===== src/rtl/adcso_defs.svh =====
// constants of the result serialiser: word layout, timing figures, derived counts
// assumes the including file runs on clk_sys at 200 MHz
`ifndef ADCSO_DEFS_SVH
`define ADCSO_DEFS_SVH

`define ADCSO_WORD_BITS 24
`define ADCSO_CODE_BITS 22
`define ADCSO_RAW_BITS 24
`define ADCSO_EOC_POS 23
`define ADCSO_FILLER_POS 22
`define ADCSO_SIGN_POS 21
`define ADCSO_LAST_FALL 5'h17
`define ADCSO_CODE_POS_FS 24'sh100000
`define ADCSO_CODE_NEG_FS_M1 24'shefffff
`define ADCSO_CODE_FLIP 22'h200000

`define ADCSO_CLK_PERIOD_NS 5
`define ADCSO_CONV_TICKS 10278
`define ADCSO_NOTCH_DIV 2560
`define ADCSO_SCK_HALF_TICKS 4
`define ADCSO_CONV_60HZ_NS 67000000
`define ADCSO_CONV_50HZ_NS 80000000
`define ADCSO_EXT_MIN_PERIOD_NS 200000
`define ADCSO_TICK60_CYC (`ADCSO_CONV_60HZ_NS / (`ADCSO_CLK_PERIOD_NS * `ADCSO_CONV_TICKS))
`define ADCSO_TICK50_CYC (`ADCSO_CONV_50HZ_NS / (`ADCSO_CLK_PERIOD_NS * `ADCSO_CONV_TICKS))
`define ADCSO_EXT_DET_CYC (`ADCSO_EXT_MIN_PERIOD_NS / `ADCSO_CLK_PERIOD_NS)
`define ADCSO_INIT_CYC 2'h3

`endif


===== src/rtl/adcso_pkg.sv =====
// types shared by the result serialiser files
// assumes adcso_defs.svh is on the include path
`include "adcso_defs.svh"
package adcso_pkg;
	typedef enum logic [2:0] {
		ADCSO_CONV = 3'b001,
		ADCSO_SLEEP = 3'b010,
		ADCSO_OUT = 3'b100
	} adcso_state_e;

	// filter result, two's complement, full scale at +/- 2**20 lsb
	typedef struct packed {
		logic signed [`ADCSO_RAW_BITS-1:0] raw;
	} adcso_result_s;

	typedef struct packed {
		logic cs_n;
		logic sck;
		logic rate;
	} adcso_pins_s;
endpackage


===== src/rtl/adcso_sync.sv =====
// two flip-flop synchroniser for a group of pin levels
// assumes asynchronous inputs and a single clk_sys domain
`timescale 1ns/10ps
module adcso_sync #(
	parameter int W = 3,
	// reset level per bit: the idle level of each pin, so no false edge follows reset
	parameter logic [W-1:0] RST_VAL = '0
) (
	input wire logic clk_sys,
	input wire logic rst_n,
	input wire logic [W-1:0] d,
	output logic [W-1:0] q
);
	logic [W-1:0] meta_q;
	logic [W-1:0] sync_q;

	generate
		if (W < 1) begin : g_chk
			$error("adcso_sync width must be at least one");
		end
	endgenerate

	always_ff @(posedge clk_sys or negedge rst_n) begin
		if (!rst_n) begin
			meta_q <= RST_VAL;
			sync_q <= RST_VAL;
		end else begin
			meta_q <= d;
			sync_q <= meta_q;
		end
	end

	assign q = sync_q;
endmodule


===== src/rtl/adcso_fifo.sv =====
// result fifo between the digital filter and the serialiser
// assumes both sides on clk_sys; depth a power of two
`timescale 1ns/10ps
module adcso_fifo #(
	parameter int W = 24,
	parameter int DEPTH = 8
) (
	input wire logic clk_sys,
	input wire logic rst_n,
	input wire logic in_valid,
	output logic in_ready,
	input wire logic [W-1:0] in_data,
	output logic out_valid,
	input wire logic out_ready,
	output logic [W-1:0] out_data
);
	localparam int AW = $clog2(DEPTH);

	logic [W-1:0] mem [DEPTH];
	logic [AW:0] wr_q;
	logic [AW:0] rd_q;
	wire push = in_valid & in_ready;
	wire pop = out_valid & out_ready;

	generate
		if (DEPTH < 2 || (1 << AW) != DEPTH) begin : g_chk
			$error("adcso_fifo depth must be a power of two, at least two");
		end
	endgenerate

	assign in_ready = (wr_q ^ rd_q) != {1'b1, {AW{1'b0}}};
	assign out_valid = wr_q != rd_q;
	assign out_data = mem[rd_q[AW-1:0]];

	always_ff @(posedge clk_sys) begin
		if (push) begin
			mem[wr_q[AW-1:0]] <= in_data;
		end
	end

	always_ff @(posedge clk_sys or negedge rst_n) begin
		if (!rst_n) begin
			wr_q <= '0;
			rd_q <= '0;
		end else begin
			wr_q <= wr_q + (AW+1)'(push);
			rd_q <= rd_q + (AW+1)'(pop);
		end
	end
endmodule


===== src/rtl/adcso_top.sv =====
// delta-sigma result serialiser: conversion timing, clock source choice,
// result word formatting and the three-wire serial port
// assumes the filter pushes one result per conversion through res_*,
// pins are asynchronous and the pad logic resolves the *_oe enables
//
// Behaviour
// - each result leaves as a serial word of exactly 24 bits.
// - first three bits are status, then 21 result bits msb first.
// - bit 23 is high during conversion, low once it completes.
// - while converting or sleeping, data out shows the done flag when select low.
// - bit 22 is always a zero filler.
// - bit 21 is the sign, set for positive or zero input.
// - overrange sets bits 21 and 20, underrange clears both.
// - bits 20 to 0 carry the result, msb first, bit 0 lsb.
// - select high: data out floats and serial clock pulses are ignored.
// - host takes bit 23 on first rise; bit 22 leaves on first fall.
// - bit 0 leaves on 23rd fall; host latches it on 24th rise.
// - 24th fall switches data out to the next done flag.
// - done flag drops in real time when a conversion finishes.
// - clamp above full scale to +fs code, below to -fs minus one lsb.
// - internal oscillator: rate pin low gives 60 hz, high gives 50 hz.
// - rate change only disturbs the conversion in progress.
// - external clock on rate pin detected automatically, oscillator then off.
// - external clock: notch at clock over 2560, conversion counted in its rising edges.
// - without external clock, internal oscillator runs, internal mode entered.
// - clock source change only disturbs the conversion in progress.
// - source change in internal sck mode keeps serial data valid.
// - output ends after 24 bits or select high, then converts again, or sleeps if select rose before any sck rise.
// - internal sck mode drives serial clock at conversion clock over 8.
// - sck level at reset and each select fall picks the sck mode.
`timescale 1ns/10ps
module adcso_top
	import adcso_pkg::*;
#(
	parameter int FIFO_DEPTH = 8,
	parameter int CONV_TICKS = `ADCSO_CONV_TICKS,
	parameter int EXT_DET_CYC = `ADCSO_EXT_DET_CYC
) (
	input wire logic clk_sys,
	input wire logic rst_n,
	input wire logic cs_n_pin,
	input wire logic sck_pin_i,
	output logic sck_pin_o,
	output logic sck_pin_oe,
	output logic sdo_pin_o,
	output logic sdo_pin_oe,
	input wire logic rate_select_pin,
	input wire logic res_valid,
	output logic res_ready,
	input wire adcso_result_s res_data,
	output logic conv_tick,
	output logic conv_start,
	output logic conv_busy,
	output logic osc_en,
	output logic ext_clk_mode,
	output logic notch_50hz,
	output logic sck_int_mode
);
	localparam int DW = $bits(adcso_result_s);
	localparam int CW = $clog2(CONV_TICKS + 1);
	localparam int EW = $clog2(EXT_DET_CYC + 1);
	localparam int TW = $clog2(`ADCSO_TICK50_CYC + 1);
	localparam logic [CW-1:0] CONV_LAST = CW'(CONV_TICKS - 1);
	localparam logic [EW-1:0] EXT_LIM = EW'(EXT_DET_CYC);
	localparam logic [TW-1:0] TICK60_LAST = TW'(`ADCSO_TICK60_CYC - 1);
	localparam logic [TW-1:0] TICK50_LAST = TW'(`ADCSO_TICK50_CYC - 1);
	localparam logic [1:0] SCK_HALF_LAST = 2'(`ADCSO_SCK_HALF_TICKS - 1);
	// idle pin levels: select released, sck low, rate low
	localparam adcso_pins_s PINS_IDLE = '{cs_n: 1'b1, sck: 1'b0, rate: 1'b0};

	generate
		if (CONV_TICKS < 2) begin : g_chk_conv
			$error("adcso_top conversion length too short");
		end
		if (EXT_DET_CYC < 4) begin : g_chk_det
			$error("adcso_top detection window too short");
		end
		if (FIFO_DEPTH < 2) begin : g_chk_fifo
			$error("adcso_top result fifo too shallow");
		end
		// the oscillator divider must serve both line rates
		if (`ADCSO_TICK60_CYC < 2 || `ADCSO_TICK50_CYC < `ADCSO_TICK60_CYC) begin : g_chk_osc
			$error("adcso_top oscillator divider out of range");
		end
	endgenerate

	// pin synchronisation
	adcso_pins_s pins_raw;
	adcso_pins_s pins_s;
	adcso_pins_s pins_prev_q;

	assign pins_raw = '{cs_n: cs_n_pin, sck: sck_pin_i, rate: rate_select_pin};

	// select must leave reset high, or a false select fall drives sdo
	adcso_sync #(
		.W($bits(adcso_pins_s)),
		.RST_VAL(PINS_IDLE)
	) u_sync (
		.clk_sys(clk_sys),
		.rst_n(rst_n),
		.d(pins_raw),
		.q(pins_s)
	);

	always_ff @(posedge clk_sys or negedge rst_n) begin
		if (!rst_n) begin
			pins_prev_q <= PINS_IDLE;
		end else begin
			pins_prev_q <= pins_s;
		end
	end

	wire cs_low = ~pins_s.cs_n;
	wire cs_fall = pins_prev_q.cs_n & ~pins_s.cs_n;
	wire ext_sck_rise = pins_s.sck & ~pins_prev_q.sck;
	wire ext_sck_fall = ~pins_s.sck & pins_prev_q.sck;
	wire rate_rise = pins_s.rate & ~pins_prev_q.rate;

	// result fifo from the filter
	logic fifo_out_valid;
	logic fifo_pop;
	adcso_result_s fifo_out;

	adcso_fifo #(
		.W(DW),
		.DEPTH(FIFO_DEPTH)
	) u_fifo (
		.clk_sys(clk_sys),
		.rst_n(rst_n),
		.in_valid(res_valid),
		.in_ready(res_ready),
		.in_data(res_data),
		.out_valid(fifo_out_valid),
		.out_ready(fifo_pop),
		.out_data(fifo_out)
	);

	// external conversion clock detection
	logic [EW-1:0] gap_q;
	logic ext_q;
	wire gap_full = gap_q >= EXT_LIM;
	wire [EW-1:0] gap_d = rate_rise ? '0 : (gap_full ? gap_q : gap_q + EW'(1));
	// two edges closer than the slowest legal external period mean a clock
	wire ext_d = rate_rise ? ~gap_full : (gap_full ? 1'b0 : ext_q);

	always_ff @(posedge clk_sys or negedge rst_n) begin
		if (!rst_n) begin
			gap_q <= EXT_LIM;
			ext_q <= 1'b0;
		end else begin
			gap_q <= gap_d;
			ext_q <= ext_d;
		end
	end

	// internal oscillator model, divided down from clk_sys
	logic [TW-1:0] osc_cnt_q;
	wire [TW-1:0] osc_last = pins_s.rate ? TICK50_LAST : TICK60_LAST;
	// compare with >= so a mid-period rate change never runs the counter past its wrap
	wire osc_wrap = osc_cnt_q >= osc_last;
	wire osc_tick = ~ext_q & osc_wrap;
	wire [TW-1:0] osc_cnt_d = (ext_q || osc_wrap) ? '0 : osc_cnt_q + TW'(1);
	// with an external clock every rising edge is one conversion clock period
	wire tick = ext_q ? rate_rise : osc_tick;

	always_ff @(posedge clk_sys or negedge rst_n) begin
		if (!rst_n) begin
			osc_cnt_q <= '0;
		end else begin
			osc_cnt_q <= osc_cnt_d;
		end
	end

	// result formatting: clamp, then offset binary by flipping the sign
	wire signed [`ADCSO_RAW_BITS-1:0] raw = fifo_out.raw;
	wire over = raw > `ADCSO_CODE_POS_FS;
	wire under = raw < `ADCSO_CODE_NEG_FS_M1;
	wire signed [`ADCSO_RAW_BITS-1:0] clamped = over ? `ADCSO_CODE_POS_FS :
		(under ? `ADCSO_CODE_NEG_FS_M1 : raw);
	wire [`ADCSO_CODE_BITS-1:0] code = clamped[`ADCSO_CODE_BITS-1:0] ^ `ADCSO_CODE_FLIP;
	// done flag low and filler zero lead the 22 code bits
	wire [`ADCSO_WORD_BITS-1:0] word_new = {1'b0, 1'b0, code};

	// control state
	adcso_state_e state_q;
	adcso_state_e state_d;
	logic [CW-1:0] conv_cnt_q;
	logic [`ADCSO_WORD_BITS-1:0] word_q;
	logic [4:0] fall_cnt_q;
	logic seen_rise_q;
	logic sck_int_mode_q;
	logic [1:0] init_q;
	logic sck_int_q;
	logic [1:0] half_q;
	logic sdo_q;
	logic sdo_oe_q;
	logic sck_oe_q;
	logic tick_q;
	logic start_q;

	wire in_conv = state_q == ADCSO_CONV;
	wire in_sleep = state_q == ADCSO_SLEEP;
	wire in_out = state_q == ADCSO_OUT;
	wire conv_count = in_conv & tick & (conv_cnt_q <= CONV_LAST);
	// the conversion only completes once its filtered result is at hand
	wire conv_end = in_conv & (conv_cnt_q > CONV_LAST) & fifo_out_valid;
	assign fifo_pop = conv_end;

	// internal serial clock, toggled every four conversion ticks
	wire int_drive = in_out & sck_int_mode_q & cs_low;
	wire int_toggle = int_drive & tick & (half_q == SCK_HALF_LAST);
	wire int_rise = int_toggle & ~sck_int_q;
	wire int_fall = int_toggle & sck_int_q;

	// edges are seen only while selected in the output state
	wire sck_rise = in_out & cs_low & (sck_int_mode_q ? int_rise : ext_sck_rise);
	wire sck_fall = in_out & cs_low & seen_rise_q &
		(sck_int_mode_q ? int_fall : ext_sck_fall);
	wire last_fall = sck_fall & (fall_cnt_q == `ADCSO_LAST_FALL);
	// select high ends output; a read already begun restarts conversion
	wire out_abort = in_out & ~cs_low;

	always_comb begin
		state_d = state_q;
		unique case (state_q)
			ADCSO_CONV: begin
				if (conv_end) begin
					state_d = ADCSO_SLEEP;
				end
			end
			ADCSO_SLEEP: begin
				if (cs_low) begin
					state_d = ADCSO_OUT;
				end
			end
			ADCSO_OUT: begin
				if (out_abort) begin
					state_d = seen_rise_q ? ADCSO_CONV : ADCSO_SLEEP;
				end else if (last_fall) begin
					state_d = ADCSO_CONV;
				end
			end
		endcase
	end

	wire enter_conv = in_out & (state_d == ADCSO_CONV);
	wire [CW-1:0] conv_cnt_d = enter_conv ? '0 :
		(conv_count ? conv_cnt_q + CW'(1) : conv_cnt_q);

	// shift on each counted fall; the register holds the result through sleep
	wire [`ADCSO_WORD_BITS-1:0] word_d = conv_end ? word_new :
		(sck_fall ? {word_q[`ADCSO_WORD_BITS-2:0], 1'b0} : word_q);
	wire [4:0] fall_cnt_d = in_out ? fall_cnt_q + 5'(sck_fall) : 5'h00;
	wire seen_rise_d = in_out & ~out_abort & (seen_rise_q | sck_rise);

	// sck mode sampled once after reset release and at every select fall
	wire mode_load = cs_fall | (init_q == `ADCSO_INIT_CYC - 2'h1);
	wire sck_int_mode_d = mode_load ? pins_s.sck : sck_int_mode_q;

	wire sck_int_d = int_drive ? (sck_int_q ^ int_toggle) : 1'b1;
	wire [1:0] half_d = int_drive ? (tick ? half_q + 2'h1 : half_q) : 2'h0;

	// done flag follows the state in real time outside the output state
	wire sdo_d = in_out & ~last_fall & ~out_abort ?
		(sck_fall ? word_q[`ADCSO_WORD_BITS-2] : word_q[`ADCSO_EOC_POS]) :
		((in_conv & ~conv_end) | enter_conv);

	// conversion starts straight out of reset
	always_ff @(posedge clk_sys or negedge rst_n) begin
		if (!rst_n) begin
			state_q <= ADCSO_CONV;
		end else begin
			state_q <= state_d;
		end
	end

	always_ff @(posedge clk_sys or negedge rst_n) begin
		if (!rst_n) begin
			conv_cnt_q <= '0;
		end else begin
			conv_cnt_q <= conv_cnt_d;
		end
	end

	always_ff @(posedge clk_sys or negedge rst_n) begin
		if (!rst_n) begin
			word_q <= '0;
		end else begin
			word_q <= word_d;
		end
	end

	always_ff @(posedge clk_sys or negedge rst_n) begin
		if (!rst_n) begin
			fall_cnt_q <= 5'h00;
		end else begin
			fall_cnt_q <= fall_cnt_d;
		end
	end

	always_ff @(posedge clk_sys or negedge rst_n) begin
		if (!rst_n) begin
			seen_rise_q <= 1'b0;
		end else begin
			seen_rise_q <= seen_rise_d;
		end
	end

	always_ff @(posedge clk_sys or negedge rst_n) begin
		if (!rst_n) begin
			init_q <= 2'h0;
			sck_int_mode_q <= 1'b1;
			sck_int_q <= 1'b1;
			half_q <= 2'h0;
		end else begin
			init_q <= (init_q == `ADCSO_INIT_CYC) ? init_q : init_q + 2'h1;
			sck_int_mode_q <= sck_int_mode_d;
			sck_int_q <= sck_int_d;
			half_q <= half_d;
		end
	end

	always_ff @(posedge clk_sys or negedge rst_n) begin
		if (!rst_n) begin
			sdo_q <= 1'b1;
			sdo_oe_q <= 1'b0;
			sck_oe_q <= 1'b0;
			tick_q <= 1'b0;
			start_q <= 1'b0;
		end else begin
			sdo_q <= sdo_d;
			sdo_oe_q <= cs_low;
			sck_oe_q <= int_drive;
			tick_q <= tick;
			start_q <= enter_conv;
		end
	end

	assign sdo_pin_o = sdo_q;
	assign sdo_pin_oe = sdo_oe_q;
	assign sck_pin_o = sck_int_q;
	assign sck_pin_oe = sck_oe_q;
	assign conv_tick = tick_q;
	assign conv_start = start_q;
	assign conv_busy = in_conv;
	assign osc_en = ~ext_q;
	assign ext_clk_mode = ext_q;
	assign notch_50hz = pins_s.rate & ~ext_q;
	assign sck_int_mode = sck_int_mode_q;
endmodule


===== config.mk =====
export PLATFORM = sky130hd
export DESIGN_NAME = adcso_top
export DESIGN_NICKNAME = d
export VERILOG_FILES = /design/src/rtl/adcso_pkg.sv /design/src/rtl/adcso_sync.sv /design/src/rtl/adcso_fifo.sv /design/src/rtl/adcso_top.sv
export VERILOG_INCLUDE_DIRS = /design/src /design/src/rtl
export SDC_FILE = /design/constraint.sdc
export NUM_CORES = 1
export LEC_CHECK = 0
export BUFFER_PORTS_ARGS = -buffer_cell sky130_fd_sc_hd__buf_4
export CORE_MARGIN = 2
export CORE_UTILIZATION = 49
export CTS_BUF_LIST = sky130_fd_sc_hd__clkbuf_4
export DETAILED_ROUTE_END_ITERATION = 12
export PLACE_DENSITY = 0.65
export SYNTH_ARGS = -nofsm -noshare
export SYNTH_HDL_FRONTEND = slang
export SYNTH_SLANG_ARGS = --single-unit

===== constraint.sdc =====
create_clock -name clk_sys -period 8.2 [get_ports clk_sys]
set_input_delay 1.23 -clock clk_sys [delete_from_list [all_inputs] [get_ports clk_sys]]
set_output_delay 1.23 -clock clk_sys [all_outputs]
set_load 0.02 [all_outputs]

==> results of run 1 <==
-- metal layers --
layer | track usage, % | up-vias | part of all wire (%)
met4 | 8.53 | 0 | 2.8
li1 | - | 3361 | -
met1 | 25.4 | 3549 | 44
met5 | 0 | - | 0
met3 | 3.62 | 53 | 3.5
met2 | 31.2 | 153 | 49
-- cells in the final DEF, fill, tap and decap left out, drive strengths merged, types with 3 or more instances in the layout --
master,synthesis,routed
and3,21,21
a21oi,28,28
inv,20,23
and2,5,5
ha,21,21
clkinv,0,15
o211ai,4,4
xnor2,13,13
dfrtp,91,91
nor4,3,3
or4,3,3
xor2,22,22
o21ai,33,33
a211oi,21,21
a21o,3,3
dfstp,12,12
nor3b,3,3
mux4,48,48
nand2b,8,8
buf,14,55
nand2,40,40
nand3,21,21
clkbuf,16,114
nand4,8,8
or3,12,12
clkinvlp,0,3
edfxtp,192,192
mux2,10,10
a31oi,3,3
nor3,8,8
mux2i,14,14
nor2,103,103
-- cell type report --
class	count	share of cell area (%)
diodes	2	0.0356
clock buffers	114	6.09
clock inverters	23	1.17
inverters	20	0.534
multi-input cells	474	26.8
flip-flops and latches	295	59.5
well taps	330	2.94
repair buffers	55	2.94
-- worst max-delay path by stage --
| stage | from | to | slack [ns] |
|---|---|---|---|
| finish | osc_cnt_q[0] | sdo_pin_o | 3.35 |
| detailed placement | osc_cnt_q[0] | sdo_pin_o | 3.38 |
| global route | osc_cnt_q[0] | sdo_pin_o | 2.83 |
| floorplan | u_fifo.rd_q[1] | u_fifo.mem[0][0] | 4.17 |
| global placement | osc_cnt_q[0] | sdo_pin_o | 3.57 |
| CTS | osc_cnt_q[0] | sdo_pin_o | 3.31 |
-- logic make-up after synthesis --
group / synth area share, %
compound gates: 5.85
xor+xnor: 2.49
fa+ha+maj: 2.13
simple gates: 9.09
flops: 67.9
buf+inv: 1.75
mux: 10.8
-- worst max-delay path: cells and delay by family (launching register included) --
family,cells,cell delay [ns]
AOI/OAI and AO/OA,7,1.77
and+or+nand+nor,7,1.65
buffers and inverters,3,0.47
DFF,1,0.40
adders and majority gates,2,0.46
-- state kept, by name, indices dropped and copies added (netlist names), 4 cells and up --
name	count
u_fifo.mem	192
word_q	24
gap_q	16
conv_cnt_q	14
osc_cnt_q	11
fall_cnt_q	5
u_fifo.rd_q	4
u_fifo.wr_q	4
-- power groups by stage --
stage	Clock [W]	Sequential, W	Combinational, W
after global routing	0.00142	0.00183	0.000328
after global placement	0	0.00184	0.000299
after floorplan	0	0.00183	0.000170
final	0.00129	0.00181	0.000298
after detailed placement	0	0.00184	0.000304
after CTS	0.00134	0.00181	0.000305
-- stage by stage --
step                power, W  setup slack [ns]  instance area (um2)  hold slack (ns)
floorplan            0.00200              4.17                12300            0.331
global placement     0.00214              3.57                13000            0.344
detailed placement   0.00215              3.38                13000            0.337
CTS                  0.00346              3.31                14100            0.371
global route         0.00357              2.83                14100            0.373
finish               0.00340              3.35                14100            0.363
==> metrics, run 1 <==
GRT Total Usage 19.2%; NetSw 0.000840 W; largest net degree at the start of global routing 59; CTS tree done; DP Cell Count 1174; post-synth top area share 46.8%; status finished, final reports clean; global-route wire length before repair 38900 um; Synth Flop Type edfxtp_1; Residual DRC 0; period utilisation layout 59.1%; number of synthesized flops with an enable pin 192; DR pass1 iterations 5; Worst path most repeated cell inv_1; WP data required 8.77 ns; #FFs+latches synth 295; worst ir drop on vdd 136 uV; most frequent cell after synthesis edfxtp_1; Seq pwr share 53.3%; routed via count 7116; Hold EP u_sync.q[0]; crit end category flop; mapped cell area 0.0123 mm2; initial cell density of the core 49.3%; row cnt 58; crit path DAT 5.42 ns; die width 163 um; Fillers 2121; Layout Cells excl Fill 1313; clock root cell clkbuf_4; area grow syn2layout 14.1%; fmax 206 MHz; # resized after CTS 0; top cells by instance count after synthesis 192 x edfxtp_1, 103 x nor2_1, 91 x dfrtp_1; Slew HR 33.1%; RR Endpoint sdo_pin_o; cts bufs inserted 78; worst hold path depth 0; Reg-to-Reg Start osc_cnt_q[0]; cell count after synthesis 819; slowest stage cell, crit path nand3_1; max-cap violation count 0; hpwl dp 13500 um; Hold Buf Count CTS 0; critical path class reg2reg; Clock Skew 0.0462 ns; Multi-input gate area 0.00377 mm2; CORE AREA 0.0250 mm2; H-tree levels 3; Hold Fails Final Rpt 0; slack of the worst reg-to-reg path 3.35 ns; Final Wtd Congestion 0.769; Max Buffers Root-to-Sink 3; drt wl/cell 18.3 um; via-per-instance ratio 5.42; total gr overflow 0; crit-path cells inv_1 > ha_1 > nand2b_1 > a311o_1 > a2111o_1 > a21o_1 > and3_1 > nor2_1 > inv_1 > and3_1 > ha_1 > nand2_1 > o21ai_0 > nand3_1 > nor3_1 > a31oi_1 > inv_1 > a211oi_1 > a21oi_1; IO buf count 41; first-iteration detailed-routing DRC count 417; Gate power share 8.7%; Synthesized Nets 870; Critical Path Fanout Max 27; Final setup viols 0; final core utilization 56.3%; ratio of cells with drive above 1 in the final layout 27.4%; Synth cell types 50; Worst path max stage delay 0.68 ns; Top-Level Pins 42; sw frac 24.7%; post-route ant nets 0; Worst Hold Class reg2reg; chip height 163 um; via count of the first global-routing pass 7331; Detailed Route WL 24100 um; Final #Nets 975; Reg2Reg Depth 19; clk_lat worst skew 0.70 ns; nature of the critical path startpoint flop; Worst-path clk slew 0.06 ns; leading area contributor after synthesis edfxtp_1; setup_tns 0 ns; Avg Inst Size Synth 15.0 um2; RSZ-0062 raised after global routing no; static leakage 5.36 nW; Slew @ Worst Pin 1.00 ns; Cell Pwr Density 242 mW/mm2; P_int 0.00256 W; Clk pwr share 38.0%; # Post-CTS Setup Buffers 0; Sinks on Clock Net 295; Post-synth ARST share 34.9%; register area 0.00836 mm2; Yosys Warn Count 0; Tmin final 4.85 ns; hold_sp u_sync.meta_q[0]; die area 0.0264 mm2; register area share after synthesis 67.9%; Final Max Tran Viols 0; initial antenna violation count 2; synth top area cells edfxtp_1 47%, dfrtp_1 18%, mux4_2 8.8%
No activity file was read; power rests on OpenSTA's default activity.
==> run 2, diff against run 1 <==
clock period = 4.8 ns   (was 8.2 ns; I/O delays follow)
==> run 2 against run 1 <==
Flip-flop and latch count unchanged. Register-to-register slack got worse by 2.8 ns. Non-clock buffer count increased by 5. Clock power increased by 62%. Global-route usage decreased by 0.62 points. Via count decreased by 0.48%. Count of clock-buffer cells in the layout unchanged. Core utilization decreased by 0.080 points. Critical path depth decreased by 1. Maximum frequency increased by 14%. Critical path type unchanged. Largest cell class unchanged.
==> metrics, run 2 (same netlist as run 1, synthesis figures left out) <==
global-route wire length before repair 37900 um (-2.5%); fmax 235 MHz (+14%); CORE AREA 0.0250 mm2 (unchanged); chip height 163 um (unchanged); Worst Hold Class in2async; largest net degree at the start of global routing 65 (+10%); clk_lat worst skew 0.69 ns (about the same); NetSw 0.00142 W (+69%); slowest stage cell, crit path nand2_1; # Post-CTS Setup Buffers 0 (unchanged); CTS tree done; hpwl dp 13900 um (+2.8%); Sinks on Clock Net 295 (unchanged); # resized after CTS 0 (unchanged); WP buf/inv 3 (unchanged); setup ws final 0.545 ns (-2.81 ns); Slew HR 46.1% (+13 points); static leakage 5.37 nW (+0.26%); Clock Skew 0.0650 ns (+0.0189 ns); P_int 0.00427 W (+67%); crit end category flop; commonest non-fill, non-tap cells in the layout 192 x edfxtp_1, 114 x clkbuf_4, 97 x nor2_1, 88 x dfrtp_1, 60 x buf_4; cts bufs inserted 75 (-3.8%); area grow syn2layout 14.0%; crit path DAT 4.77 ns (-0.65 ns); Seq pwr share 54.4% (+1.1 points); Residual DRC 0 (unchanged); Slew @ Worst Pin 0.808 ns (-0.193 ns); die area 0.0264 mm2 (unchanged); DR pass1 iterations 5 (unchanged); Cell Pwr Density 405 mW/mm2 (+67%); DP Worst Slack 0.678 ns (-2.70 ns); WP data required 5.32 ns (-3.45 ns); most common cell after layout, fill and taps aside edfxtp_1; initial antenna violation count 1 (-1); CP delay by family, top simple AND/OR/NAND/NOR gates; Top-Level Pins 42 (unchanged); sw frac 24.9% (+0.23 points); Final Max Tran Viols 0 (unchanged); Largest register FFs 192 (unchanged); Max Buffers Root-to-Sink 3 (unchanged); IO buf count 41 (unchanged); clock root cell clkbuf_4; drt wl/cell 17.9 um (-2.4%); routed via count 7082 (-0.48%); Tmin final 4.26 ns (-0.593 ns); Final #Nets 977 (+0.21%); Clk pwr share 36.7% (-1.3 points); Hold Fails Final Rpt 0 (unchanged); nature of the critical path startpoint flop; ratio of cells with drive above 1 in the final layout 28.0% (+0.55 points); via count of the first global-routing pass 7199 (-1.8%); RSZ-0062 raised after global routing no; crit-path cells inv_1 > ha_1 > nand2b_1 > a311o_1 > a2111o_1 > a21o_1 > and3_1 > nor2_1 > inv_1 > and3_1 > ha_1 > nand2_1 > o21ai_0 > nand3_1 > buf_4 > nand2_1 > nor2_1 > a211oi_2; initial cell density of the core 49.3% (unchanged); first-iteration detailed-routing DRC count 465 (+12%); Worst path max stage delay 0.45 ns (-0.23 ns); Final setup viols 0 (unchanged); Gate power share 8.8% (about the same); critical path class reg2reg; via-per-instance ratio 5.39 (-0.63%); total gr overflow 0 (unchanged); period utilisation layout 88.6% (+30 points); die width 163 um (unchanged); Critical Path Fanout Max 25 (-7.4%); H-tree levels 3 (unchanged); Detailed Route WL 23500 um (-2.3%); Worst-path clk slew 0.07 ns (about the same); Hold Buf Count CTS 0 (unchanged); post-route ant nets 0 (unchanged); max-cap violation count 0 (unchanged); row cnt 58 (unchanged); Final Wtd Congestion 0.777 (+0.96%); worst ir drop on vdd 224 uV (+64%); GRT Total Usage 18.6% (-0.62 points); status finished, final reports clean; setup_tns 0 ns (unchanged)
## run 2: cell count changes in the layout (fill, tap and decap cells not counted), moves of 2 or more
| cell | before | now |
|---|---|---|
| buf_4 | 55 | 60 |
| clkinv_1 | 15 | 11 |
| clkinv_4 | 0 | 3 |
| clkinvlp_4 | 3 | 0 |
| bufinv_16 | 2 | 0 |
| clkinv_2 | 0 | 2 |
## run 2: worst paths after layout
kind / from / end / cells after the start / slack [ns]
max reg2reg: osc_cnt_q[0] / word_q[10] / 18 / 0.54
min reg2reg: u_sync.meta_q[1] / u_sync.q[1] / 0 / 0.35
max: osc_cnt_q[0] / word_q[10] / 18 / 0.54
max in group asynchronous: rst_n / state_q[0] / 2 / 3.59
min: rst_n / gap_q[0] / 1 / 0.13
min in group clk_sys: rate_select_pin / u_sync.meta_q[0] / 1 / 0.15
## run 2: power groups by stage
stage          logic (W)  clock network (W)  registers (W)
6_report        0.000503            0.00209        0.00310
3_5_place_dp    0.000520                  0        0.00315
5_1_grt         0.000555            0.00230        0.00312
4_1_cts         0.000520            0.00217        0.00310
3_3_place_gp    0.000515                  0        0.00314
2_1_floorplan   0.000291                  0        0.00312
## run 2: per-layer routing
layer  global-route usage, %  vias to the layer above  wire (um)
li1                        -                     3365          -
met1                    24.8                     3499      10400
met2                    30.4                      172      11500
met3                    3.72                       46       1080
met4                    7.04                        0        519
met5                       0                        -          0
## run 2: area by class of cell
type / instances / area, um2
well taps: 330 / 413
inverters: 20 / 75.1
diodes: 2 / 5.00
multi-input cells: 474 / 3770
flip-flops and latches: 295 / 8360
fillers: 2045 / 10900
repair buffers: 60 / 450
clock buffers: 114 / 856
clock inverters: 20 / 108
## run 2: metrics by stage
step           cell area, um2  utilization, %  power, W  std cells  hold slack [ns]
2_1_floorplan           12300               -   0.00341        819            0.331
3_3_place_gp            13100            52.4   0.00365       1179            0.346
3_5_place_dp            13100            52.4   0.00367       1179            0.335
4_1_cts                 14000            56.2   0.00579       1313           0.0970
5_1_grt                 14000            56.2   0.00597       1315           0.0948
6_report                14000            56.2   0.00569       1315            0.131
